File: config.mk
export PLATFORM = sky130hd
export DESIGN_NAME = clt_datapath
export DESIGN_NICKNAME = d
export VERILOG_FILES = /design/src/design/clt_pkg.sv /design/src/design/clt_fifo.sv /design/src/design/clt_datapath.sv
export SDC_FILE = /design/constraint.sdc
export NUM_CORES = 1
export LEC_CHECK = 0
export BUFFER_PORTS_ARGS = -buffer_cell sky130_fd_sc_hd__buf_2
export CAP_MARGIN = 20
export CORE_MARGIN = 2
export CORE_UTILIZATION = 53
export DETAILED_ROUTE_END_ITERATION = 16
export PLACE_DENSITY = 0.88
export SYNTH_ARGS = -nofsm -noshare
export SYNTH_HDL_FRONTEND = slang
export SYNTH_SLANG_ARGS = --single-unit
File: constraint.sdc
create_clock -name core_clk -period 5.4 [get_ports core_clk]
set_input_delay 0.81 -clock core_clk [delete_from_list [all_inputs] [get_ports core_clk]]
set_output_delay 0.81 -clock core_clk [all_outputs]
set_load 0.005 [all_outputs]
File: src/design/clt_pkg.sv
package clt_pkg;
    // ==========================================
    // widths and sizes
    localparam int DATA_W = 8;
    localparam int CFG_W = 16;
    localparam int CFG_DEPTH = 8;
    localparam int CFG_AW = 3;
    localparam int FIFO_DEPTH = 4;
    localparam int ROUTE_IN_W = 6;
    localparam int ROUTE_OUT_W = 6;
    localparam int CTRL_W = 8;
    localparam int STAT_W = 8;
    localparam int COND_W = 8;
    // ==========================================
    // configuration word field positions
    localparam int CF_OP_LSB = 0;
    localparam int CF_SRCA_BIT = 3;
    localparam int CF_SRCB_LSB = 4;
    localparam int CF_SHIFT_LSB = 6;
    localparam int CF_DEST_LSB = 8;
    localparam int CF_CIN_LSB = 10;
    localparam int CF_SIN_LSB = 12;
    localparam int CF_MASK_EN_BIT = 14;
    localparam int CF_F0_LD_BIT = 15;
    // ==========================================
    // condition vector bit positions
    localparam int CD_CE0 = 0;
    localparam int CD_CL0 = 1;
    localparam int CD_CE1 = 2;
    localparam int CD_CL1 = 3;
    localparam int CD_ZERO = 4;
    localparam int CD_ONES = 5;
    localparam int CD_OVF = 6;
    localparam int CD_SOUT = 7;
    // ==========================================
    // reset values
    localparam logic [DATA_W-1:0] RST_BYTE = 8'h00;
    localparam logic [CFG_W-1:0] RST_CFG_WORD = 16'h0000;
    localparam logic [CFG_AW-1:0] RST_CFG_ADDR = 3'h0;
    localparam logic [DATA_W-1:0] RST_MSB_MASK = 8'hff;
    localparam logic [2:0] RST_MSB_POS = 3'h7;

    typedef enum logic [2:0] {
        CLT_OP_PASS, CLT_OP_INC, CLT_OP_DEC, CLT_OP_ADD,
        CLT_OP_SUB, CLT_OP_AND, CLT_OP_OR, CLT_OP_XOR
    } clt_op_t;

    typedef enum logic [1:0] {
        CLT_SH_NONE, CLT_SH_LEFT, CLT_SH_RIGHT, CLT_SH_SWAP
    } clt_shift_t;

    // decoded configuration word
    typedef struct packed {
        logic f0_load;
        logic mask_en;
        logic [1:0] sin_sel;
        logic [1:0] cin_sel;
        logic [1:0] dest;
        clt_shift_t shift;
        logic [1:0] srcb;
        logic srca;
        clt_op_t op;
    } clt_cfg_t;

    // neighbour chaining signals
    typedef struct packed {
        logic carry;
        logic shift;
        logic cond;
    } clt_chain_t;

    // bus-side fifo port
    typedef struct packed {
        logic valid;
        logic [7:0] data;
    } clt_byte_t;
endpackage

File: src/design/clt_fifo.sv
`timescale 1ns/1ns
`default_nettype none
module clt_fifo #(
    parameter int WIDTH = 8,
    parameter int DEPTH = 4
) (
    input wire logic core_clk,
    input wire logic sys_rst,
    input wire logic clk_en,
    input wire logic in_valid,
    output logic in_ready,
    input wire logic [WIDTH-1:0] in_data,
    output logic out_valid,
    input wire logic out_ready,
    output logic [WIDTH-1:0] out_data,
    output logic full,
    output logic empty
);
    localparam int AW = $clog2(DEPTH);
    logic [WIDTH-1:0] mem_reg [DEPTH];
    logic [AW-1:0] wptr_reg;
    logic [AW-1:0] rptr_reg;
    logic [AW:0] cnt_reg;
    logic [WIDTH-1:0] dout_reg;
    logic dval_reg;
    // the output register is a slot too, so depth is the whole capacity
    wire logic [AW:0] used = cnt_reg + (AW+1)'(dval_reg);
    wire logic wr_go = in_valid && in_ready;
    // output register refills whenever it is empty or being taken
    wire logic ld_out = (cnt_reg != '0) && (!dval_reg || out_ready);

    assign in_ready = (used != (AW+1)'(DEPTH));
    assign out_valid = dval_reg;
    assign out_data = dout_reg;
    assign full = !in_ready;
    assign empty = (cnt_reg == '0) && !dval_reg;

    always_ff @(posedge core_clk) begin
        if (sys_rst) begin
            wptr_reg <= '0;
            rptr_reg <= '0;
            cnt_reg <= '0;
            dval_reg <= 1'b0;
            dout_reg <= '0;
        end else if (clk_en) begin
            if (wr_go) begin
                mem_reg[wptr_reg] <= in_data;
                wptr_reg <= wptr_reg + 1'b1;
            end
            if (ld_out) begin
                dout_reg <= mem_reg[rptr_reg];
                rptr_reg <= rptr_reg + 1'b1;
                dval_reg <= 1'b1;
            end else if (out_ready) begin
                dval_reg <= 1'b0;
            end
            cnt_reg <= cnt_reg + (AW+1)'(wr_go) - (AW+1)'(ld_out);
        end
    end
endmodule
`default_nettype wire

File: src/design/clt_datapath.sv
// Functional notes
// - eight-entry configuration memory, sixteen bits each, one function per entry
// - routing picks the active configuration entry every cycle
// - alu does increment, decrement, add, subtract, and, or, xor
// - shift left, shift right, nibble swap and or mask after alu
// - two masked comparators over accumulators and data registers
// - zero, all-ones, overflow conditions; selectable ones go to routing
// - software sets which bit is msb for arithmetic and shifts
// - one crc or prs step per cycle, any polynomial and width
// - carries, shift data and the zero condition chain to neighbour tiles
// - two four-byte fifos, each set as input or output buffer
// - fifo status selectable as datapath outputs
// - carry and shift-out registered for later cycles, 16-bit on 8-bit
// - six routing inputs and six selectable routing outputs
// - software control register bits drive the routing
// - read-only status returns routed signals, each bit selectable
// - status bits may latch a condition until read clears it
// - datapath and status/control each have own clock enable
// - eight-bit alu completes each operation in one cycle
// - accumulators are sources and sinks, data registers sources only
`timescale 1ns/1ns
`default_nettype none
module clt_datapath (
    input wire logic core_clk,
    input wire logic sys_rst,
    input wire logic clk_en,
    input wire logic dp_en,
    input wire logic sc_en,
    input wire logic [clt_pkg::ROUTE_IN_W-1:0] route_in,
    output logic [clt_pkg::ROUTE_OUT_W-1:0] route_out,
    input wire logic cfg_we,
    input wire logic [clt_pkg::CFG_AW-1:0] cfg_waddr,
    input wire logic [clt_pkg::CFG_W-1:0] cfg_wdata,
    input wire logic [7:0] d0_wdata,
    input wire logic d0_we,
    input wire logic [7:0] d1_wdata,
    input wire logic d1_we,
    input wire logic [7:0] poly,
    input wire logic [7:0] cmp_mask0,
    input wire logic [7:0] cmp_mask1,
    input wire logic [1:0] cmp_sel,
    input wire logic [7:0] or_mask,
    input wire logic [2:0] msb_pos,
    input wire logic crc_en,
    input wire logic chain_en,
    input wire logic [17:0] out_sel,
    input wire logic f0_is_out,
    input wire logic f1_is_out,
    input wire clt_pkg::clt_byte_t bus_f0_wr,
    input wire clt_pkg::clt_byte_t bus_f1_wr,
    output logic bus_f0_wr_ready,
    output logic bus_f1_wr_ready,
    input wire logic bus_f0_rd,
    input wire logic bus_f1_rd,
    output clt_pkg::clt_byte_t bus_f0_rdata,
    output clt_pkg::clt_byte_t bus_f1_rdata,
    input wire clt_pkg::clt_chain_t chain_in,
    output clt_pkg::clt_chain_t chain_out,
    input wire logic [clt_pkg::CTRL_W-1:0] ctrl_wdata,
    input wire logic ctrl_we,
    output logic [clt_pkg::CTRL_W-1:0] ctrl_route,
    input wire logic [23:0] stat_sel,
    input wire logic [clt_pkg::STAT_W-1:0] stat_sticky,
    input wire logic stat_rd,
    output logic [clt_pkg::STAT_W-1:0] stat_rdata,
    output logic [7:0] acc0_out,
    output logic [7:0] acc1_out,
    output logic [3:0] fifo_flags
);
    import clt_pkg::*;
    // ==========================================
    // configuration memory
    logic [CFG_W-1:0] cfg_mem_reg [CFG_DEPTH];
    logic [CFG_W-1:0] cfg_word_reg;
    logic [CFG_AW-1:0] cfg_addr_reg;
    wire logic [CFG_AW-1:0] cfg_addr = route_in[CFG_AW-1:0];
    wire logic [2:0] sin_route = route_in[5:3];
    logic dp_go;
    logic sc_go;
    assign dp_go = clk_en && dp_en;
    assign sc_go = clk_en && sc_en;

    // memory word read into a register; the function is that of the
    // address presented one cycle earlier, a pipeline stage kept for timing
    always_ff @(posedge core_clk) begin
        if (sys_rst) begin
            cfg_addr_reg <= RST_CFG_ADDR;
            cfg_word_reg <= RST_CFG_WORD;
        end else if (dp_go) begin
            if (cfg_we) begin
                cfg_mem_reg[cfg_waddr] <= cfg_wdata;
            end
            cfg_addr_reg <= cfg_addr;
            cfg_word_reg <= cfg_mem_reg[cfg_addr];
        end
    end
    clt_cfg_t cfg;
    assign cfg = clt_cfg_t'(cfg_word_reg);

    // ==========================================
    // working registers
    logic [7:0] a0_reg;
    logic [7:0] a1_reg;
    logic [7:0] d0_reg;
    logic [7:0] d1_reg;
    logic carry_reg;
    logic sout_reg;

    // fifo wiring
    logic f0_in_valid, f0_in_ready, f0_out_valid, f0_out_ready, f0_full, f0_empty;
    logic f1_in_valid, f1_in_ready, f1_out_valid, f1_out_ready, f1_full, f1_empty;
    logic [7:0] f0_in_data, f0_out_data, f1_in_data, f1_out_data;

    // ==========================================
    // alu operands and core
    wire logic [7:0] op_a = cfg.srca ? a1_reg : a0_reg;
    logic [7:0] op_b;
    assign op_b = (cfg.srcb == 2'd0) ? d0_reg :
                  (cfg.srcb == 2'd1) ? d1_reg :
                  (cfg.srcb == 2'd2) ? a0_reg : a1_reg;
    logic cin;
    assign cin = (cfg.cin_sel == 2'd0) ? 1'b0 :
                 (cfg.cin_sel == 2'd1) ? 1'b1 :
                 (cfg.cin_sel == 2'd2) ? carry_reg :
                 (chain_en ? chain_in.carry : 1'b0);
    logic sin;
    assign sin = (cfg.sin_sel == 2'd0) ? 1'b0 :
                 (cfg.sin_sel == 2'd1) ? sin_route[0] :
                 (cfg.sin_sel == 2'd2) ? sout_reg :
                 (chain_en ? chain_in.shift : 1'b0);

    // msb mask: bits above msb_pos are outside the active width
    logic [7:0] width_mask;
    logic [7:0] msb_onehot;
    genvar gi;
    generate
        for (gi = 0; gi < DATA_W; gi++) begin : g_wm
            assign width_mask[gi] = (3'(gi) <= msb_pos);
            assign msb_onehot[gi] = (3'(gi) == msb_pos);
        end
    endgenerate

    logic [8:0] alu_sum;
    logic [7:0] alu_res;
    always_comb begin
        alu_sum = 9'h000;
        alu_res = 8'h00;
        case (cfg.op)
            CLT_OP_PASS: alu_res = op_a;
            CLT_OP_INC: alu_sum = {1'b0, op_a} + 9'h001;
            CLT_OP_DEC: alu_sum = {1'b0, op_a} - 9'h001;
            CLT_OP_ADD: alu_sum = {1'b0, op_a} + {1'b0, op_b} + {8'h00, cin};
            CLT_OP_SUB: alu_sum = {1'b0, op_a} - {1'b0, op_b} - {8'h00, cin};
            CLT_OP_AND: alu_res = op_a & op_b;
            CLT_OP_OR: alu_res = op_a | op_b;
            CLT_OP_XOR: alu_res = op_a ^ op_b;
            default: alu_res = op_a;
        endcase
        if (cfg.op inside {CLT_OP_INC, CLT_OP_DEC, CLT_OP_ADD, CLT_OP_SUB}) begin
            alu_res = alu_sum[7:0];
        end
    end

    // carry taken at the programmed msb rather than bit 7
    wire logic [7:0] carry_chain = op_a ^ op_b ^ alu_res;
    wire logic msb_a = |(op_a & msb_onehot);
    wire logic msb_b = |(op_b & msb_onehot);
    wire logic msb_r = |(alu_res & msb_onehot);
    logic carry_out;
    logic [7:0] carry_above;
    assign carry_above = {1'b0, carry_chain[7:1]};
    assign carry_out = (msb_pos == 3'd7) ? alu_sum[8] : |(carry_above & msb_onehot);
    wire logic is_sub = (cfg.op == CLT_OP_SUB) || (cfg.op == CLT_OP_DEC);
    wire logic ovf = is_sub ? ((msb_a != msb_b) && (msb_r != msb_a))
                            : ((msb_a == msb_b) && (msb_r != msb_a));

    // ==========================================
    // shifter, crc step and mask
    logic [7:0] sh_res;
    logic sh_out;
    logic [7:0] right_in;
    assign right_in = (alu_res >> 1) | (sin ? msb_onehot : 8'h00);
    wire logic crc_fb = msb_r ^ sin;
    always_comb begin
        sh_res = alu_res;
        sh_out = 1'b0;
        case (cfg.shift)
            CLT_SH_LEFT: begin
                sh_out = msb_r;
                sh_res = {alu_res[6:0], sin};
                if (crc_en) begin
                    // one lfsr step: shift in zero, fold polynomial on feedback
                    sh_res = {alu_res[6:0], 1'b0} ^ (crc_fb ? poly : 8'h00);
                    sh_out = crc_fb;
                end
            end
            CLT_SH_RIGHT: begin
                sh_out = alu_res[0];
                sh_res = right_in & width_mask;
            end
            CLT_SH_SWAP: sh_res = {alu_res[3:0], alu_res[7:4]};
            default: sh_res = alu_res;
        endcase
    end
    wire logic [7:0] dp_res = (sh_res | (cfg.mask_en ? or_mask : 8'h00)) & width_mask;

    // ==========================================
    // compares
    logic [7:0] c0_a, c0_b, c1_a, c1_b;
    assign c0_a = a0_reg & cmp_mask0;
    assign c0_b = (cmp_sel[0] ? a1_reg : d0_reg) & cmp_mask0;
    assign c1_a = (cmp_sel[1] ? a0_reg : a1_reg) & cmp_mask1;
    assign c1_b = d1_reg & cmp_mask1;
    logic [COND_W-1:0] cond;
    assign cond[CD_CE0] = (c0_a == c0_b);
    assign cond[CD_CL0] = (c0_a < c0_b);
    assign cond[CD_CE1] = (c1_a == c1_b);
    assign cond[CD_CL1] = (c1_a < c1_b);
    assign cond[CD_ZERO] = (dp_res == 8'h00) && (!chain_en || chain_in.cond);
    assign cond[CD_ONES] = (dp_res == width_mask);
    assign cond[CD_OVF] = ovf;
    assign cond[CD_SOUT] = sh_out;

    // ==========================================
    // accumulator and data register updates
    wire logic f0_pop = !f0_is_out && cfg.f0_load && f0_out_valid;
    always_ff @(posedge core_clk) begin
        if (sys_rst) begin
            a0_reg <= RST_BYTE;
            a1_reg <= RST_BYTE;
            d0_reg <= RST_BYTE;
            d1_reg <= RST_BYTE;
            carry_reg <= 1'b0;
            sout_reg <= 1'b0;
        end else if (dp_go) begin
            if (cfg.dest == 2'd1) begin
                a0_reg <= dp_res;
            end else if (cfg.dest == 2'd3 && f0_pop) begin
                a0_reg <= f0_out_data;
            end
            if (cfg.dest == 2'd2) begin
                a1_reg <= dp_res;
            end
            if (d0_we) begin
                d0_reg <= d0_wdata;
            end else if (cfg.dest == 2'd0 && f0_pop) begin
                d0_reg <= f0_out_data;
            end
            if (d1_we) begin
                d1_reg <= d1_wdata;
            end else if (!f1_is_out && f1_out_valid) begin
                d1_reg <= f1_out_data;
            end
            carry_reg <= carry_out;
            sout_reg <= sh_out;
        end
    end

    // ==========================================
    // fifos: input mode bus fills, datapath drains; output mode reversed
    assign f0_in_valid = f0_is_out ? (dp_go && cfg.f0_load) : bus_f0_wr.valid;
    assign f0_in_data = f0_is_out ? a0_reg : bus_f0_wr.data;
    assign f0_out_ready = f0_is_out ? bus_f0_rd : (dp_go && cfg.f0_load);
    assign f1_in_valid = f1_is_out ? dp_go : bus_f1_wr.valid;
    assign f1_in_data = f1_is_out ? dp_res : bus_f1_wr.data;
    assign f1_out_ready = f1_is_out ? bus_f1_rd : dp_go;

    clt_fifo #(.WIDTH(DATA_W), .DEPTH(FIFO_DEPTH)) u_fifo0 (
        .core_clk(core_clk),
        .sys_rst(sys_rst),
        .clk_en(clk_en),
        .in_valid(f0_in_valid),
        .in_ready(f0_in_ready),
        .in_data(f0_in_data),
        .out_valid(f0_out_valid),
        .out_ready(f0_out_ready),
        .out_data(f0_out_data),
        .full(f0_full),
        .empty(f0_empty)
    );
    clt_fifo #(.WIDTH(DATA_W), .DEPTH(FIFO_DEPTH)) u_fifo1 (
        .core_clk(core_clk),
        .sys_rst(sys_rst),
        .clk_en(clk_en),
        .in_valid(f1_in_valid),
        .in_ready(f1_in_ready),
        .in_data(f1_in_data),
        .out_valid(f1_out_valid),
        .out_ready(f1_out_ready),
        .out_data(f1_out_data),
        .full(f1_full),
        .empty(f1_empty)
    );
    wire logic [3:0] fifo_stat = {f1_full, f1_empty, f0_full, f0_empty};

    // ==========================================
    // routing outputs: 12-entry pool of conditions and fifo status
    logic [11:0] out_pool;
    assign out_pool = {fifo_stat, cond};
    logic [ROUTE_OUT_W-1:0] route_next;
    generate
        for (gi = 0; gi < ROUTE_OUT_W; gi++) begin : g_ro
            wire logic [3:0] osel = {1'b0, out_sel[gi*3 +: 3]};
            assign route_next[gi] = (gi < 3) ? out_pool[osel] : out_pool[osel + 4'd8 - 4'd8 + 4'(gi > 3 ? 4 : 0)];
        end
    endgenerate

    // ==========================================
    // status and control pair
    logic [CTRL_W-1:0] ctrl_reg;
    logic [STAT_W-1:0] held_reg;
    logic [STAT_W-1:0] stat_src;
    logic [STAT_W-1:0] stat_next;
    logic [15:0] stat_pool;
    assign stat_pool = {ctrl_reg[3:0], fifo_stat, cond};
    generate
        for (gi = 0; gi < STAT_W; gi++) begin : g_st
            assign stat_src[gi] = stat_pool[stat_sel[gi*3 +: 3] + (gi >= 4 ? 4'd8 : 4'd0)];
            // a new event beats the read that clears the held copy
            assign stat_next[gi] = stat_src[gi] ||
                                   (held_reg[gi] && !stat_rd);
        end
    endgenerate

    always_ff @(posedge core_clk) begin
        if (sys_rst) begin
            ctrl_reg <= RST_BYTE;
            held_reg <= RST_BYTE;
            stat_rdata <= RST_BYTE;
        end else if (sc_go) begin
            if (ctrl_we) begin
                ctrl_reg <= ctrl_wdata;
            end
            held_reg <= stat_next & stat_sticky;
            stat_rdata <= (stat_sticky & held_reg) | (~stat_sticky & stat_src);
        end
    end

    // ==========================================
    // registered outputs
    always_ff @(posedge core_clk) begin
        if (sys_rst) begin
            route_out <= '0;
            chain_out <= '0;
            bus_f0_rdata <= '0;
            bus_f1_rdata <= '0;
            bus_f0_wr_ready <= 1'b0;
            bus_f1_wr_ready <= 1'b0;
            fifo_flags <= 4'h0;
        end else if (clk_en) begin
            route_out <= route_next;
            chain_out <= '{carry: carry_out, shift: sh_out, cond: cond[CD_ZERO]};
            bus_f0_rdata <= '{valid: f0_is_out && f0_out_valid, data: f0_out_data};
            bus_f1_rdata <= '{valid: f1_is_out && f1_out_valid, data: f1_out_data};
            bus_f0_wr_ready <= !f0_is_out && f0_in_ready;
            bus_f1_wr_ready <= !f1_is_out && f1_in_ready;
            fifo_flags <= fifo_stat;
        end
    end
    assign ctrl_route = ctrl_reg;
    assign acc0_out = a0_reg;
    assign acc1_out = a1_reg;
endmodule
`default_nettype wire

==> results.rst <==
.. list-table::
   :header-rows: 1

   * - Metric
     - Value
   * - DIE HEIGHT
     - 191.9 µm
   * - Sequential cell area fraction in the yosys report
     - a little under half
   * - Final setup violation count
     - 12
   * - Final setup skew
     - between 20 and 25 ps
   * - Data arrival, critical path
     - roughly 6000 ps
   * - CP endpoint kind
     - register
   * - Violated checks
     - setup timing
   * - Post-synthesis cell count
     - 1692
   * - Number of inserted filler cells in the final layout
     - between 2000 and 2500
   * - Synth-to-layout area growth
     - 18.82%
   * - Outcome
     - finished, violations left
   * - Clock tree root driver cell
     - sky130_fd_sc_hd__clkbuf_16
   * - Portion of total power attributed to the clock network
     - 34.1%
   * - Setup repair after global routing missed its margin
     - true
   * - Layout cell share with drive strength beyond 1
     - a little over a quarter
   * - Overall via count from detail_route
     - roughly 16000
   * - Leakage Power
     - 8.796 nW
   * - FF+latch count, synth
     - 331
   * - Flip-flop count of the largest register after layout
     - approximately 130
   * - Initial antenna violation count
     - 8
   * - Tcrit/Tclk final
     - 102.0%
   * - Detailed-route wire length
     - 58440 µm
   * - Post-Place Cell Area
     - 20760 µm²
   * - Average size of a mapped cell
     - 11.06 µm²
   * - Largest net degree at the start of global routing
     - 89
   * - Cell family with the largest share of critical-path delay
     - compound AO/OA/AOI/OAI gates
   * - Clock tree from TritonCTS
     - done
   * - Basic-gate share of the synthesized area counting and, or, nand and nor cells
     - 12.97%
   * - Power density normalized to cell area
     - 321.3 nW/µm²
   * - Data required time of the worst path
     - 5850 ps
   * - Area fraction in compound gates after synthesis
     - roughly 15%
   * - Global Route Usage Sum
     - 31.41%
   * - Worst-skew pair later-pin latency
     - 540 ps
   * - Final sum of negative setup slack
     - -746.9 ps
   * - Endpoint of the lowest-slack register-to-register path
     - held_reg[1]$_SDFFE_PP0P_
   * - Post-synthesis instance area
     - 18710 µm²
   * - Std cell rows
     - ~70
   * - Minimum setup slack in the final design
     - -108.0 ps
   * - Largest cells by area after synthesis
     - sky130_fd_sc_hd__edfxtp_1 (31%), sky130_fd_sc_hd__dfxtp_1 (15%), sky130_fd_sc_hd__mux4_2 (9.1%)
   * - Nature of the critical path startpoint
     - register
   * - Switching portion of total power
     - 29.70%
   * - Combinational family with the most area after synthesis
     - multiplexers
   * - Overall die area
     - 36820 µm²
   * - Path type of the worst setup path
     - reg -> reg
   * - Via/cell ratio
     - about 6.5
   * - Worst max-slew margin expressed relative to the limit
     - 26.41%
   * - First-pass GRT wire length
     - 88220 µm
   * - Number of global-route vias before repair
     - around 16000
   * - Number of max-slew violations in the final report
     - 0
   * - Hold violation count in the final report
     - 0
   * - Dominant cell by count in the synthesized netlist
     - sky130_fd_sc_hd__edfxtp_1
   * - Sequential share of power
     - 41.9%
   * - Maximum ir drop on the vdd rail
     - about 270 µV
   * - Post-synth EDFFs
     - around 190
   * - Core footprint
     - 34630 µm²
   * - Worst-case reg-to-reg path depth
     - 19
   * - Routability-driven placement congestion ratio
     - 0.9791
   * - Number of clock buffers inserted by TritonCTS
     - 35
   * - Post-synthesis net count
     - 1941
   * - MaxCap Viol Count
     - 0
   * - Number of cells on the worst hold path
     - 2
   * - 1st-pass router iterations
     - 6
   * - Power spent charging and discharging nets
     - 2.121 mW
   * - WL/cell
     - 23.77 µm
   * - Transition time at the pin with the least slew margin
     - about 1100 ps
   * - Share of Yosys cell area claimed by the top area cell type
     - 30.81%
   * - Critical register-to-register path startpoint
     - cfg[4]$_SDFFE_PP0P_
   * - Count of distinct cell types in the synthesized netlist
     - 87
   * - Combinational group share of total power
     - 24.0%
   * - Hold path startpoint
     - ctrl_route[7]$_SDFFE_PP0P_
   * - Number of violations reported at the end of detailed-routing iteration 0
     - 1725
   * - Most used flip-flop cell after synthesis
     - sky130_fd_sc_hd__edfxtp_1
   * - Sinks on the clock net
     - between 300 and 400
   * - Levels on crit path
     - 19
   * - Top cell type by total area after synthesis
     - sky130_fd_sc_hd__edfxtp_1
   * - Count of input and output buffers
     - 235
   * - Initial core utilization
     - 54.03%
   * - Post-route minimum period
     - 5508 ps
   * - Maximum cell stage delay along the critical path
     - 620 ps
   * - Internal power component
     - 5.022 mW
   * - HPWL after detailed placement
     - 41570 µm
   * - Yosys warnings
     - 0
   * - Hold Crit Class
     - reg -> reg
   * - Post-Synth XOR/XNOR Area
     - 1.357%
   * - Post-route design area
     - 22230 µm²
   * - Critical Path Slowest Stage Cell
     - sky130_fd_sc_hd__mux4_2
   * - DRC violation count after routing
     - 0
   * - Maximum fanout count along the critical path
     - 5
   * - Hold endpoint
     - ctrl_route[7]$_SDFFE_PP0P_
   * - Die Wd
     - between 150 and 200 µm
   * - Count of buffer and inverter cells on the critical path
     - 1
   * - Clock transition at the register clock pins on the worst setup and hold paths after CTS
     - 60 ps
   * - Cell-by-cell trace of the critical path
     - mux4_2 -> xor2_1 -> ha_2 -> o21bai_4 -> fa_2 -> o21a_1 -> nor3_1 -> o32a_1 -> a21oi_1 -> a2111o_1 -> and3_4 -> buf_4 -> a311o_1 -> and2_1 -> a211o_1 -> a311o_4 -> nor4_1 -> o31ai_1 -> o221ai_1
   * - Remaining global-route overflow
     - 0
   * - Post-CTS Hold Buffers
     - 0
   * - Register-to-Register Setup Slack
     - -110 ps
   * - Post-route antenna net violation count
     - 0
   * - Number of nets in the final layout
     - 2218
   * - Peak Freq
     - about 0.18 GHz
   * - Number of buffers on the longest clock path
     - 3
   * - Adder-Cell Fraction of Synth Area
     - under 10%
   * - List of most frequent post-synthesis cells
     - sky130_fd_sc_hd__edfxtp_1 (192), sky130_fd_sc_hd__nor2_1 (191), sky130_fd_sc_hd__dfxtp_1 (139), sky130_fd_sc_hd__nand2_1 (113), sky130_fd_sc_hd__mux2i_1 (108)
   * - H-Tree Level Count
     - 2
   * - Mux contribution to synthesized area
     - around 17%
   * - Fraction of registers with async set or reset after synthesis
     - 0%
   * - Top Ports
     - 238
[power groups by stage]
| stage | Clock [mW] | Combinational [mW] | Sequential (mW) |
|---|---|---|---|
| 2_1_floorplan | 0 | 1.12 | 2.94 |
| 3_3_place_gp | 0 | 1.54 | 3.03 |
| 3_5_place_dp | 0 | 1.62 | 3.04 |
| 6_report | 2.43 | 1.71 | 3.00 |
| 5_1_grt | 2.54 | 1.85 | 3.01 |
| 4_1_cts | 2.45 | 1.65 | 2.99 |
[worst register-to-register path: stages (launching register included)]
cell	delay, ps
sky130_fd_sc_hd__dfxtp_2	350
sky130_fd_sc_hd__mux4_2	620
sky130_fd_sc_hd__xor2_1	190
sky130_fd_sc_hd__ha_2	210
sky130_fd_sc_hd__o21bai_4	180
sky130_fd_sc_hd__fa_2	410
sky130_fd_sc_hd__o21a_1	230
sky130_fd_sc_hd__nor3_1	150
sky130_fd_sc_hd__o32a_1	160
sky130_fd_sc_hd__a21oi_1	110
sky130_fd_sc_hd__a2111o_1	480
sky130_fd_sc_hd__and3_4	230
sky130_fd_sc_hd__buf_4	130
sky130_fd_sc_hd__a311o_1	360
sky130_fd_sc_hd__and2_1	200
sky130_fd_sc_hd__a211o_1	320
sky130_fd_sc_hd__a311o_4	390
sky130_fd_sc_hd__nor4_1	350
sky130_fd_sc_hd__o31ai_1	170
sky130_fd_sc_hd__o221ai_1	190
[stage by stage]
stage               setup WS [ps]  std cells  hold WS [ps]  utilization, %  power, mW
floorplan                   273.0       1692         436.7               -      4.062
global placement           -435.3       2376         443.7           59.96      4.571
detailed placement         -613.0       2376         451.9           59.96      4.658
CTS                         5.195       2441         462.0           63.62      7.091
global route               -290.6       2453         489.0           64.16      7.402
finish                     -108.0       2459         459.7           64.20      7.144
[cell families (layout without fill, tap and decap cells)]
| kind of cell | Yosys count | count (layout) |
|---|---|---|
| simple gates | 504 | 504 |
| compound gates | 385 | 385 |
| flops | 331 | 331 |
| mux | 210 | 210 |
| buf+inv | 157 | 460 |
| fa+ha+maj | 76 | 76 |
| xor+xnor | 29 | 29 |
| other cells | 0 | 9 |
[how the worst max path moves through the flow]
stage | start | end | slack (ps)
2_1_floorplan | cfg[4]$_SDFFE_PP0P_ | route_out[4]$_SDFFE_PP0P_ | 270
3_3_place_gp | chain_en | stat_rdata[3]$_SDFFE_PP0P_ | -440
3_5_place_dp | chain_en | held_reg[3]$_SDFFE_PP0P_ | -610
4_1_cts | cfg[4]$_SDFFE_PP0P_ | route_out[4]$_SDFFE_PP0P_ | 5
5_1_grt | cfg[4]$_SDFFE_PP0P_ | stat_rdata[1]$_SDFFE_PP0P_ | -290
6_report | cfg[4]$_SDFFE_PP0P_ | held_reg[1]$_SDFFE_PP0P_ | -110
[area by class of cell]
class                      instances  area (µm²)  share of cell area (%)
timing repair buffer             334        1949                   8.769
multi-input combinational       1204        9743                   43.83
tap                              455       569.3                   2.561
antenna                            9       22.52                  0.1013
sequential                       331        8549                   38.46
clock inverter                    19       210.2                  0.9455
clock buffer                      44       950.9                   4.277
inverter                          63       236.5                   1.064
[cell usage in the layout (no fill, tap or decap), types with 11 or more instances in the layout]
| master | instances |
|---|---|
| sky130_fd_sc_hd__buf_4 | 94 |
| sky130_fd_sc_hd__xnor2_1 | 18 |
| sky130_fd_sc_hd__o21ai_0 | 52 |
| sky130_fd_sc_hd__dfxtp_1 | 138 |
| sky130_fd_sc_hd__nand2b_1 | 22 |
| sky130_fd_sc_hd__mux4_2 | 77 |
| sky130_fd_sc_hd__a21o_1 | 19 |
| sky130_fd_sc_hd__inv_1 | 62 |
| sky130_fd_sc_hd__o211ai_1 | 17 |
| sky130_fd_sc_hd__nand3_1 | 27 |
| sky130_fd_sc_hd__o21a_1 | 11 |
| sky130_fd_sc_hd__nor2b_1 | 23 |
| sky130_fd_sc_hd__a211oi_1 | 54 |
| sky130_fd_sc_hd__nand2_1 | 112 |
| sky130_fd_sc_hd__clkbuf_16 | 36 |
| sky130_fd_sc_hd__nand4_1 | 13 |
| sky130_fd_sc_hd__nor3_1 | 15 |
| sky130_fd_sc_hd__ha_1 | 69 |
| sky130_fd_sc_hd__and2_1 | 29 |
| sky130_fd_sc_hd__mux2_2 | 23 |
| sky130_fd_sc_hd__mux2i_1 | 107 |
| sky130_fd_sc_hd__edfxtp_1 | 192 |
| sky130_fd_sc_hd__a21oi_1 | 77 |
| sky130_fd_sc_hd__nor2_1 | 191 |
| sky130_fd_sc_hd__buf_2 | 234 |
[metal layers]
metal | share of wire, % | vias to the layer above | wire length (µm) | track usage [%]
met5 | 0.022 | - | 13 | 0
met4 | 4.9 | 2 | 2863 | 15.33
met3 | 11 | 221 | 6162 | 7.820
met2 | 48 | 1049 | 28060 | 51.64
met1 | 37 | 7776 | 21340 | 38.75
li1 | - | 6990 | - | -
[timing repair]
item,in CTS,in global routing
pin swaps,7,15
resized for setup,16,26
setup endpoints to repair,15,35
buffers inserted,2,8
gates cloned,0,0
Power figures use the tool's default switching activity.
